## src/word_loader_pkg.sv

```systemverilog
// Constants and types for the serial converter word loader
// Functional notes
// - Reset clears shift register and output latch
// - Frame sync fall starts, MSB first
// - Latch after sixteen bits or early rise
// - Four-wire and three-wire chip select modes
// - Latch on rising clock after sixteenth fall
// - Word is four control, twelve code
// - Code bits eleven to zero loaded
// - Bit fourteen selects fast speed
// - Bit thirteen selects power down
// - Power down disables all amplifiers
package word_loader_pkg;
  localparam int WORD_BITS = 16;
  localparam int CODE_BITS = 12;
  localparam int SPEED_POS = 14;
  localparam int POWER_POS = 13;
  localparam int CODE_MSB = 11;
  localparam logic [4:0] BIT_COUNT_FULL = 5'h10;
  localparam logic [15:0] WORD_RESET = 16'h0000;
  localparam logic [11:0] CODE_RESET = 12'h000;
  localparam int AMP_COUNT = 2;
  localparam int BUF_DEPTH = 2;
  typedef enum logic [1:0] {IDLE_S, SHIFT_S, WAIT_RISE_S} frame_state_t;
endpackage : word_loader_pkg
```

## src/serial_dac_word_loader.sv

```systemverilog
// Serial input and latch control of a 12-bit voltage-output converter
`timescale 1ns/1ps
`default_nettype none
module serial_dac_word_loader
  import word_loader_pkg::*;
(
  input wire logic REF_CLK,
  input wire logic RST,
  input wire logic CHIP_SELECT_N,
  input wire logic FRAME_SYNC,
  input wire logic SERIAL_CLK,
  input wire logic SERIAL_DATA,
  output logic [CODE_BITS-1:0] CODE,
  output logic SPEED_SELECT,
  output logic POWER_DOWN_SELECT,
  output logic [AMP_COUNT-1:0] AMP_DISABLE,
  output logic UPDATE
);
  // Three-stage samplers; decisions use stages two and three only
  logic [2:0] cs_sync_ff;
  logic [2:0] fs_sync_ff;
  logic [2:0] sck_sync_ff;
  logic [2:0] din_sync_ff;

  always_ff @(posedge REF_CLK) begin
    if (RST) begin
      // Select and frame seeded high so release shows no edge
      cs_sync_ff <= 3'h7;
      fs_sync_ff <= 3'h7;
      sck_sync_ff <= 3'h0;
      din_sync_ff <= 3'h0;
    end else begin
      cs_sync_ff <= {cs_sync_ff[1:0], CHIP_SELECT_N};
      fs_sync_ff <= {fs_sync_ff[1:0], FRAME_SYNC};
      sck_sync_ff <= {sck_sync_ff[1:0], SERIAL_CLK};
      din_sync_ff <= {din_sync_ff[1:0], SERIAL_DATA};
    end
  end

  // Agreed levels: change accepted once stages two and three match
  logic cs_n_lvl_ff;
  logic fs_lvl_ff;
  logic sck_lvl_ff;
  logic din_lvl_ff;

  always_ff @(posedge REF_CLK) begin
    if (RST) begin
      cs_n_lvl_ff <= 1'b1;
      fs_lvl_ff <= 1'b1;
      sck_lvl_ff <= 1'b0;
      din_lvl_ff <= 1'b0;
    end else begin
      if (cs_sync_ff[1] == cs_sync_ff[2]) cs_n_lvl_ff <= cs_sync_ff[2];
      if (fs_sync_ff[1] == fs_sync_ff[2]) fs_lvl_ff <= fs_sync_ff[2];
      if (sck_sync_ff[1] == sck_sync_ff[2]) sck_lvl_ff <= sck_sync_ff[2];
      if (din_sync_ff[1] == din_sync_ff[2]) din_lvl_ff <= din_sync_ff[2];
    end
  end

  logic fs_fall;
  logic fs_rise;
  logic sck_fall;
  logic sck_rise;
  logic selected;

  // Edge counts once stages two and three agree on the new level
  function automatic logic agreed_edge(input logic lvl, input logic s2, input logic s3,
                                       input logic to_high);
    return (s2 == s3) && (s3 == to_high) && (lvl != to_high);
  endfunction : agreed_edge

  // Data is sampled one stage ahead of the clock edge decision
  assign fs_fall = agreed_edge(fs_lvl_ff, fs_sync_ff[1], fs_sync_ff[2], 1'b0);
  assign fs_rise = agreed_edge(fs_lvl_ff, fs_sync_ff[1], fs_sync_ff[2], 1'b1);
  assign sck_fall = agreed_edge(sck_lvl_ff, sck_sync_ff[1], sck_sync_ff[2], 1'b0);
  assign sck_rise = agreed_edge(sck_lvl_ff, sck_sync_ff[1], sck_sync_ff[2], 1'b1);
  assign selected = !cs_n_lvl_ff;

  frame_state_t state_ff;
  frame_state_t nxt_state;
  logic [WORD_BITS-1:0] shift_ff;
  logic [4:0] bit_cnt_ff;
  logic push;
  logic push_ready;

  always_comb begin
    nxt_state = state_ff;
    push = 1'b0;
    case (state_ff)
      IDLE_S: begin
        if (selected && fs_fall) nxt_state = SHIFT_S;
      end
      SHIFT_S: begin
        if (!selected) begin
          // Deselect mid-frame drops the word, nothing latched
          nxt_state = IDLE_S;
        end else if (fs_rise && bit_cnt_ff != 5'h0) begin
          push = 1'b1;
          nxt_state = IDLE_S;
        end else if (fs_rise) begin
          // Frame closed before any bit: nothing to latch
          nxt_state = IDLE_S;
        end else if (bit_cnt_ff == BIT_COUNT_FULL) begin
          nxt_state = WAIT_RISE_S;
        end
      end
      WAIT_RISE_S: begin
        if (sck_rise || fs_rise) begin
          push = 1'b1;
          nxt_state = IDLE_S;
        end else if (!selected) begin
          // Deselect after sixteen bits still latches the word
          push = 1'b1;
          nxt_state = IDLE_S;
        end
      end
      default: nxt_state = IDLE_S;
    endcase
  end

  always_ff @(posedge REF_CLK) begin
    if (RST) begin
      state_ff <= IDLE_S;
    end else begin
      state_ff <= nxt_state;
    end
  end

  logic take_bit;

  // Bits after the sixteenth are ignored
  assign take_bit = state_ff == SHIFT_S && selected && !fs_rise && sck_fall
                    && bit_cnt_ff != BIT_COUNT_FULL;

  // shift MSB first on falling clock
  always_ff @(posedge REF_CLK) begin
    if (RST) begin
      shift_ff <= WORD_RESET;
    end else if (take_bit) begin
      shift_ff <= {shift_ff[WORD_BITS-2:0], din_lvl_ff};
    end
  end

  always_ff @(posedge REF_CLK) begin
    if (RST) begin
      bit_cnt_ff <= 5'h0;
    end else if (state_ff == IDLE_S) begin
      bit_cnt_ff <= 5'h0;
    end else if (take_bit) begin
      bit_cnt_ff <= bit_cnt_ff + 5'h1;
    end
  end

  // Early frame end leaves the word right-aligned as shifted so far
  logic [WORD_BITS-1:0] buf_word;
  logic buf_valid;
  logic latch_ready;

  // Buffer decouples capture from latch so no finished word is lost
  word_buffer u_buffer (
    .clk(REF_CLK),
    .rst(RST),
    .in_valid(push),
    .in_ready(push_ready),
    .in_data(shift_ff),
    .out_valid(buf_valid),
    .out_ready(latch_ready),
    .out_data(buf_word)
  );

  logic [CODE_BITS-1:0] code_ff;
  logic speed_ff;
  logic power_ff;
  logic update_ff;

  // One word per pulse keeps each update a separate one-cycle pulse
  assign latch_ready = !update_ff;

  // one-cycle pulse with each latch update
  always_ff @(posedge REF_CLK) begin
    if (RST) begin
      update_ff <= 1'b0;
    end else begin
      update_ff <= buf_valid && latch_ready;
    end
  end

  always_ff @(posedge REF_CLK) begin
    if (RST) begin
      code_ff <= CODE_RESET;
      speed_ff <= 1'b0;
      power_ff <= 1'b0;
    end else if (buf_valid && latch_ready) begin
      code_ff <= buf_word[CODE_MSB:0];
      speed_ff <= buf_word[SPEED_POS];
      power_ff <= buf_word[POWER_POS];
    end
  end

  assign CODE = code_ff;
  assign SPEED_SELECT = speed_ff;
  assign POWER_DOWN_SELECT = power_ff;
  assign UPDATE = update_ff;

  genvar g;
  generate
    for (g = 0; g < AMP_COUNT; g++) begin : g_amp
      assign AMP_DISABLE[g] = power_ff;
    end
  endgenerate

  // Buffer never fills: the latch drains one word per pulse
  logic unused_ok;
  assign unused_ok = push_ready;
endmodule : serial_dac_word_loader
`default_nettype wire

```

## src/word_buffer.sv

```systemverilog
// Two-entry word buffer with valid and ready on both sides
`timescale 1ns/1ps
`default_nettype none
module word_buffer
  import word_loader_pkg::*;
(
  input wire logic clk,
  input wire logic rst,
  input wire logic in_valid,
  output logic in_ready,
  input wire logic [WORD_BITS-1:0] in_data,
  output logic out_valid,
  input wire logic out_ready,
  output logic [WORD_BITS-1:0] out_data
);
  logic [WORD_BITS-1:0] mem_ff [BUF_DEPTH];
  logic wr_ptr_ff;
  logic rd_ptr_ff;
  logic [1:0] count_ff;
  logic push;
  logic pop;

  assign in_ready = (count_ff != 2'h2);
  assign out_valid = (count_ff != 2'h0);
  assign push = in_valid && in_ready;
  assign pop = out_valid && out_ready;
  assign out_data = mem_ff[rd_ptr_ff];

  always_ff @(posedge clk) begin
    if (rst) begin
      mem_ff[0] <= WORD_RESET;
      mem_ff[1] <= WORD_RESET;
    end else if (push) begin
      mem_ff[wr_ptr_ff] <= in_data;
    end
  end

  always_ff @(posedge clk) begin
    if (rst) begin
      wr_ptr_ff <= 1'b0;
      rd_ptr_ff <= 1'b0;
      count_ff <= 2'h0;
    end else begin
      if (push) wr_ptr_ff <= ~wr_ptr_ff;
      if (pop) rd_ptr_ff <= ~rd_ptr_ff;
      count_ff <= count_ff + {1'b0, push} - {1'b0, pop};
    end
  end
endmodule : word_buffer
`default_nettype wire

```

## config.mk

```make
export PLATFORM = sky130hd
export DESIGN_NAME = serial_dac_word_loader
export DESIGN_NICKNAME = d
export VERILOG_FILES = /design/src/word_loader_pkg.sv /design/src/serial_dac_word_loader.sv /design/src/word_buffer.sv
export SDC_FILE = /design/constraint.sdc
export NUM_CORES = 1
export LEC_CHECK = 0
export ABC_CLOCK_PERIOD_IN_PS = 3310
export BUFFER_PORTS_ARGS = -buffer_cell sky130_fd_sc_hd__buf_4
export CAP_MARGIN = 0
export CORE_ASPECT_RATIO = 1.25
export CORE_UTILIZATION = 30
export DETAILED_ROUTE_END_ITERATION = 10
export GPL_TIMING_DRIVEN = 0
export PLACE_DENSITY_LB_ADDON = 0.1
export SLEW_MARGIN = 20
export SYNTH_ARGS = -nofsm -noshare
export SYNTH_HDL_FRONTEND = slang
export SYNTH_SLANG_ARGS = --single-unit
```

## constraint.sdc

```tcl
create_clock -name REF_CLK -period 3.31 [get_ports REF_CLK]
set_input_delay 0.1655 -clock REF_CLK [delete_from_list [all_inputs] [get_ports REF_CLK]]
set_output_delay 0.1655 -clock REF_CLK [all_outputs]
set_load 0.1 [all_outputs]
```

==> results.cfg, run 1 <==
[grt]
grt_usage_pct = 11.8
grt-ovfl-total = 0
grt_max_degree = 15
grt_pass1_wl_mm = 10.7
grt_pass1_vias = 2112
antenna_found_initial = 0

[power]
irDropWorstVdd_mv = 0.389
combPwrFrac_pct = 36.4
leakage_nw = 1.63
seqPwrFrac_pct = 37.1
p_clk_share_pct = 26.5
switchingPower_mw = 1.41
netSwitchingFraction_pct = 41.7
powerDensity_mw_per_mm2 = 841
fin_total_pwr_mw = 3.38
internal_power_mw = 1.97

[job]
cap_violations = 0

[logic_synthesis]
synth-compound-area-share_pct = 7.61
synth.avg_cell_area_um2 = 11.3
synth_seq_cells = 85
synth_top_family_by_area = simple AND/OR/NAND/NOR gates
ys_warn_count = 0
async_flop_share_pct = 0
synth_edf_count = 28
syn_nets = 320
yosysUniqueCellTypes = 40
synth_xor_area_share_pct = 1.02
synthSimpleGateAreaFrac_pct = 16.3
synthAdderAreaFrac_pct = 4.03
syn_inst = 303
muxShareOfSynthArea_pct = 9.08
synthesis.area_mm2 = 0.00342
synthFlopType = dfxtp_1
synth_seq_area_share_pct = 58.0

[worst_setup_path]
worstPathMaxFanout = 14
cp.required_ps = 3310
r2r_start = bit_cnt_ff[0]
crit_family = simple AND/OR/NAND/NOR gates
crit_chain = inv_1, ha_1, or4b_2, nand3b_1, a211oi_1, or2_2
crit_slowest_cell = a211oi_1
worstSetupStartpoint = bit_cnt_ff[0]
cp-start-kind = flop
slowest_delay_ps = 640
cp-end-kind = flop
critPathKind = flop to flop
crit_arrival_ps = 2460
worst-path-buf-inv = 1

[clocking]
ctsHoldBuffers = 0
cts_tree = done
cts_resized = 0
cts_setup_buffers = 0
cts_sinks = 85
clock_latency_ps = 330
clockRootBuffer = clkbuf_16
cts.htree.levels = 3
clk_pin_slew_ps = 60
cts_buffer_depth = 2
cts_made_buffers = 9

[die]
fp.dieW_um = 97.5
num_rows = 43
io_pins = 23
start_util_pct = 30.8
coreArea_mm2 = 0.0111
die_y_um = 121
die_area_mm2 = 0.0118

[detailed_routing]
drt_iter0_drc = 59
routed-via-count = 2108
wirelength_mm = 6.37
wl_per_cell_um = 13.4
vias_per_cell = 4.43
dr.pass1.iters = 4
post-route-drc-count = 0
final_antenna_net_count = 0

[final_layout]
nets = 353
antenna_cells = 0
fillerInstances = 1128
drive_gt1_share_pct = 15.2
syn_to_final_growth_pct = 17.5

[hold_path]
hp-start = FRAME_SYNC
min_path_type = primary input to flop

[timing]
hold_violations = 0
hold-worst-slack_ps = 15.2
report.final.slew_viol_count = 0
rsz0062_at_grt = false
worst_slew_pin_slew_ps = 822
slew_headroom_pct = 44.7
fin_setup_tns_ps = 0
fin_crit_sh_pct = 74.4
fmax_ghz = 0.406
finClkSkew_ps = 3.36
fin_ws_ps = 847
period_needed_ps = 2460
final-setup-viol-count = 0

[place]
port_buffers = 22
gp_congestion = 0.691
dp_hpwl_mm = 4.45
pre_cts_ws_ps = 745

[status]
status = complete, no violations
-- per-stage QoR --
step / utilization [%] / std cells / cell area (um2)
2_1_floorplan: - / 303 / 3420
3_3_place_gp: 33.9 / 460 / 3750
3_5_place_dp: 33.9 / 460 / 3750
4_1_cts: 36.2 / 476 / 4020
5_1_grt: 36.2 / 476 / 4020
6_report: 36.2 / 476 / 4020
-- cells in the mapped netlist, types with 3 or more instances --
master / instances / area, um2
xnor2_1: 4 / 35.0
inv_1: 15 / 56.3
o21ai_0: 5 / 25.0
edfxtp_1: 28 / 841
nor3_1: 4 / 20.0
clkbuf_1: 9 / 33.8
and2_1: 28 / 175
dfxtp_1: 57 / 1140
buf_1: 3 / 11.3
a21oi_1: 4 / 20.0
or2_2: 6 / 37.5
mux2i_1: 31 / 310
a211oi_1: 15 / 113
or3_1: 3 / 18.8
nor2_1: 37 / 139
nor2b_1: 7 / 43.8
nand2_1: 7 / 26.3
ha_1: 11 / 138
nand3_1: 3 / 15.0
-- metal layers --
layer | GRT usage [%] | up-vias | part of all wire [%]
met1 | 15.3 | 962 | 50
li1 | - | 1113 | -
met3 | 2.48 | 10 | 2.5
met5 | 0 | - | 0
met4 | 6.07 | 0 | 2.2
met2 | 18.7 | 23 | 45
-- registers in the layout (all words and copies together) (netlist names), 2 cells and up --
register           cells
shift_ff              15
u_buffer.mem_ff       28
bit_cnt_ff             5
cs_sync_ff             3
sck_sync_ff            3
fs_sync_ff             3
CODE                  12
state_ff               2
u_buffer.count_ff      2
din_sync_ff            3
-- power by group through the flow --
stage	logic [mW]	clock network, mW	registers (mW)
2_1_floorplan	0.375	0	1.90
3_3_place_gp	1.24	0	1.27
3_5_place_dp	1.24	0	1.28
4_1_cts	1.24	0.934	1.25
5_1_grt	1.29	0.964	1.27
6_report	1.23	0.895	1.25
-- worst reg2reg max path, stage by stage, from the launching register on --
cell and delay (ps):
dfxtp_1 400, inv_1 60, ha_1 200, or4b_2 200, nand3b_1 150, a211oi_1 640
or2_2 470
-- cell usage in the layout, fill, tap and decap left out, types with 3 or more instances in the layout --
cell        n
or3_1       3
a211oi_1   15
or2_2       6
buf_1       3
nand3_1     3
ha_1       11
nor2b_1     7
nor3_1      4
nor2_1     37
mux2i_1    31
a21oi_1     4
nand2_1     7
dfxtp_1    57
clkbuf_16   9
and2_1     28
o21ai_0     5
xnor2_1     4
buf_4      24
edfxtp_1   28
clkbuf_1   11
inv_1      15
-- final cells by class --
class	instances	area, um2	share of cell area (%)
inverter	15	56.3	1.40
tap	135	169	4.21
sequential	85	1980	49.4
timing repair buffer	22	165	4.11
clock inverter	5	30.0	0.748
multi-input combinational	186	1300	32.3
buffer	17	81.3	2.03
clock buffer	11	233	5.80
-- worst paths after layout --
kind / to / slack, ps / cells past startpoint
max: u_buffer.mem_ff[1][11] / 850 / 6
min reg2reg: cs_sync_ff[1] / 410 / 1
min: fs_sync_ff[0] / 20 / 2
max reg2reg: u_buffer.mem_ff[1][11] / 850 / 6
-- kinds of logic after synthesis --
logic type,after synthesis
AOI/OAI and AO/OA,36
xor gates and xnor gates,4
adders and majority gates,11
buffers and inverters,32
DFF,85
muxes,31
and+or+nand+nor,104
Power figures use the tool's default switching activity.
==> run 2, diff against run 1 <==
ABC_CLOCK_PERIOD_IN_PS = 2400   (was 3310)
clock period = 2.4 ns   (was 3.31 ns; I/O delays follow)
==> run 2 against run 1 <==
- clock skew up 1.2 ps
- worst hold slack better by 77 ps
- final cell count up 1.3%
- sequential share of layout area down 1.1 points
- fmax up 9.6%
- sequential power up 38%
- wire length up 1.1%
- critical path type unchanged
- critical endpoint is now u_buffer.mem_ff[1][3]
- largest cell class unchanged
==> results.cfg, run 2 (synthesis gave the netlist of run 1 again) <==
[die]
fp.dieW_um = 97.5
io_pins = 23
num_rows = 43
die_y_um = 121
die_area_mm2 = 0.0118
coreArea_mm2 = 0.0111
start_util_pct = 30.8

[detailed_routing]
routed-via-count = 2134
post-route-drc-count = 0
wirelength_mm = 6.44
final_antenna_net_count = 0
dr.pass1.iters = 4
drt_iter0_drc = 52
vias_per_cell = 4.43
wl_per_cell_um = 13.4

[place]
port_buffers = 22
placed_area_mm2 = 0.00375
dp_cells = 460
gp_congestion = 0.691
pre_cts_ws_ps = -165
dp_hpwl_mm = 4.45

[clocking]
cts_buffer_depth = 2
cts_made_buffers = 9
cts_sinks = 85
cts_tree = done
clockRootBuffer = clkbuf_16
cts.htree.levels = 3
clock_latency_ps = 330
clk_pin_slew_ps = 60

[timing]
fin_setup_tns_ps = 0
fin_crit_sh_pct = 93.6
fin_ws_ps = 153
finClkSkew_ps = 4.51
report.final.slew_viol_count = 0
worst_slew_pin_slew_ps = 835
hold_violations = 0
slew_headroom_pct = 43.8
period_needed_ps = 2250
rsz0062_at_grt = false
fmax_ghz = 0.445
final-setup-viol-count = 0

[power]
p_clk_share_pct = 26.4
powerDensity_mw_per_mm2 = 1130
fin_total_pwr_mw = 4.66
internal_power_mw = 2.72
seqPwrFrac_pct = 37.1
switchingPower_mw = 1.94
leakage_nw = 1.66
irDropWorstVdd_mv = 0.535
combPwrFrac_pct = 36.5
netSwitchingFraction_pct = 41.6

[final_layout]
final_common_cell = dfxtp_1
top_register = u_buffer.mem_ff
final_area_mm2 = 0.00411
drive_gt1_share_pct = 17.0
largest_register_ffs = 28
final_cells = 482
most-common-layout-cells = dfxtp_1, nor2_1, mux2i_1
nets = 359
syn_to_final_growth_pct = 20.1
antenna_cells = 0

[grt]
gr-usage-met3_pct = 2.48
grt.busiest_layer = met2
groute.layer.met2.usage_pct = 19.0
grt_usage_pct = 11.9
antenna_found_initial = 0
grt_pass1_wl_mm = 10.7
grtUsageMet1_pct = 15.2
grt-ovfl-total = 0
grt_pass1_vias = 2129
grt_max_degree = 15

[job]
cap_violations = 0

[worst_setup_path]
crit_arrival_ps = 2340
cp.required_ps = 2490
cp-end-kind = flop
cp-start-kind = flop
critPathKind = flop to flop
worstPathMaxFanout = 10

[hold_path]
min_path_type = primary input to flop

[status]
status = complete, no violations
run 2: changes by cell type in the layout (fill, tap and decap cells not counted), moves of 2 or more:
cell           change
buf_4              +2
clkbuf_1           -2
clkbuf_2           +2
dlygate4sd3_1      +4
run 2: stage by stage:
step                util (%)  hold WS (ps)
finish                  37.1          91.7
global route            37.1           105
CTS                     36.7          81.6
detailed placement      33.9           308
global placement        33.9           304
floorplan                  -           224
run 2: area by class of cell:
cell class,count,area (um2)
inverters,15,56.3
repair buffers,28,220
clock inverters,5,30.0
clock buffers,11,233
well taps,135,169
multi-input cells,186,1330
plain buffers,17,83.8
fillers,1129,6980
flip-flops and latches,85,1980
run 2: routing by layer:
layer | vias to the layer above | part of all wire (%) | wire length (um)
li1 | 1122 | - | -
met1 | 980 | 50 | 3210
met2 | 23 | 46 | 2950
met3 | 9 | 2.5 | 159
met4 | 0 | 1.9 | 125
met5 | - | 0 | 0
run 2: power by group through the flow:
| stage | sequential [mW] | combinational [mW] | clock (mW) |
|---|---|---|---|
| finish | 1.73 | 1.70 | 1.23 |
| global route | 1.75 | 1.78 | 1.33 |
| CTS | 1.73 | 1.72 | 1.29 |
| detailed placement | 1.76 | 1.71 | 0 |
| global placement | 1.76 | 1.71 | 0 |
| floorplan | 2.62 | 0.517 | 0 |
run 2: path summary, 6_finish.rpt:
kind / from / to / slack [ps] / cells after the start
max: bit_cnt_ff[0] / u_buffer.mem_ff[1][3] / 150 / 8
min: RST / fs_sync_ff[2] / 90 / 3
max reg2reg: bit_cnt_ff[0] / u_buffer.mem_ff[1][3] / 150 / 8
min reg2reg: cs_sync_ff[0] / cs_sync_ff[1] / 410 / 1
run 2: timing repair:
| item | in CTS | in global routing |
|---|---|---|
| endpoints found under the setup margin | 33 | 49 |
| endpoints found under the hold margin | 4 | 0 |
| buffers inserted | 0 | 2 |
| hold buffers | 4 | 0 |
| gates resized for setup | 2 | 8 |
run 2: worst max-delay path, cell delays in order (launching register included):
cell	delay, ps
dfxtp_1	350
inv_1	70
ha_1	160
or4b_2	590
nand3b_1	180
buf_4	150
a211oi_4	70
clkbuf_2	240
and2_1	200
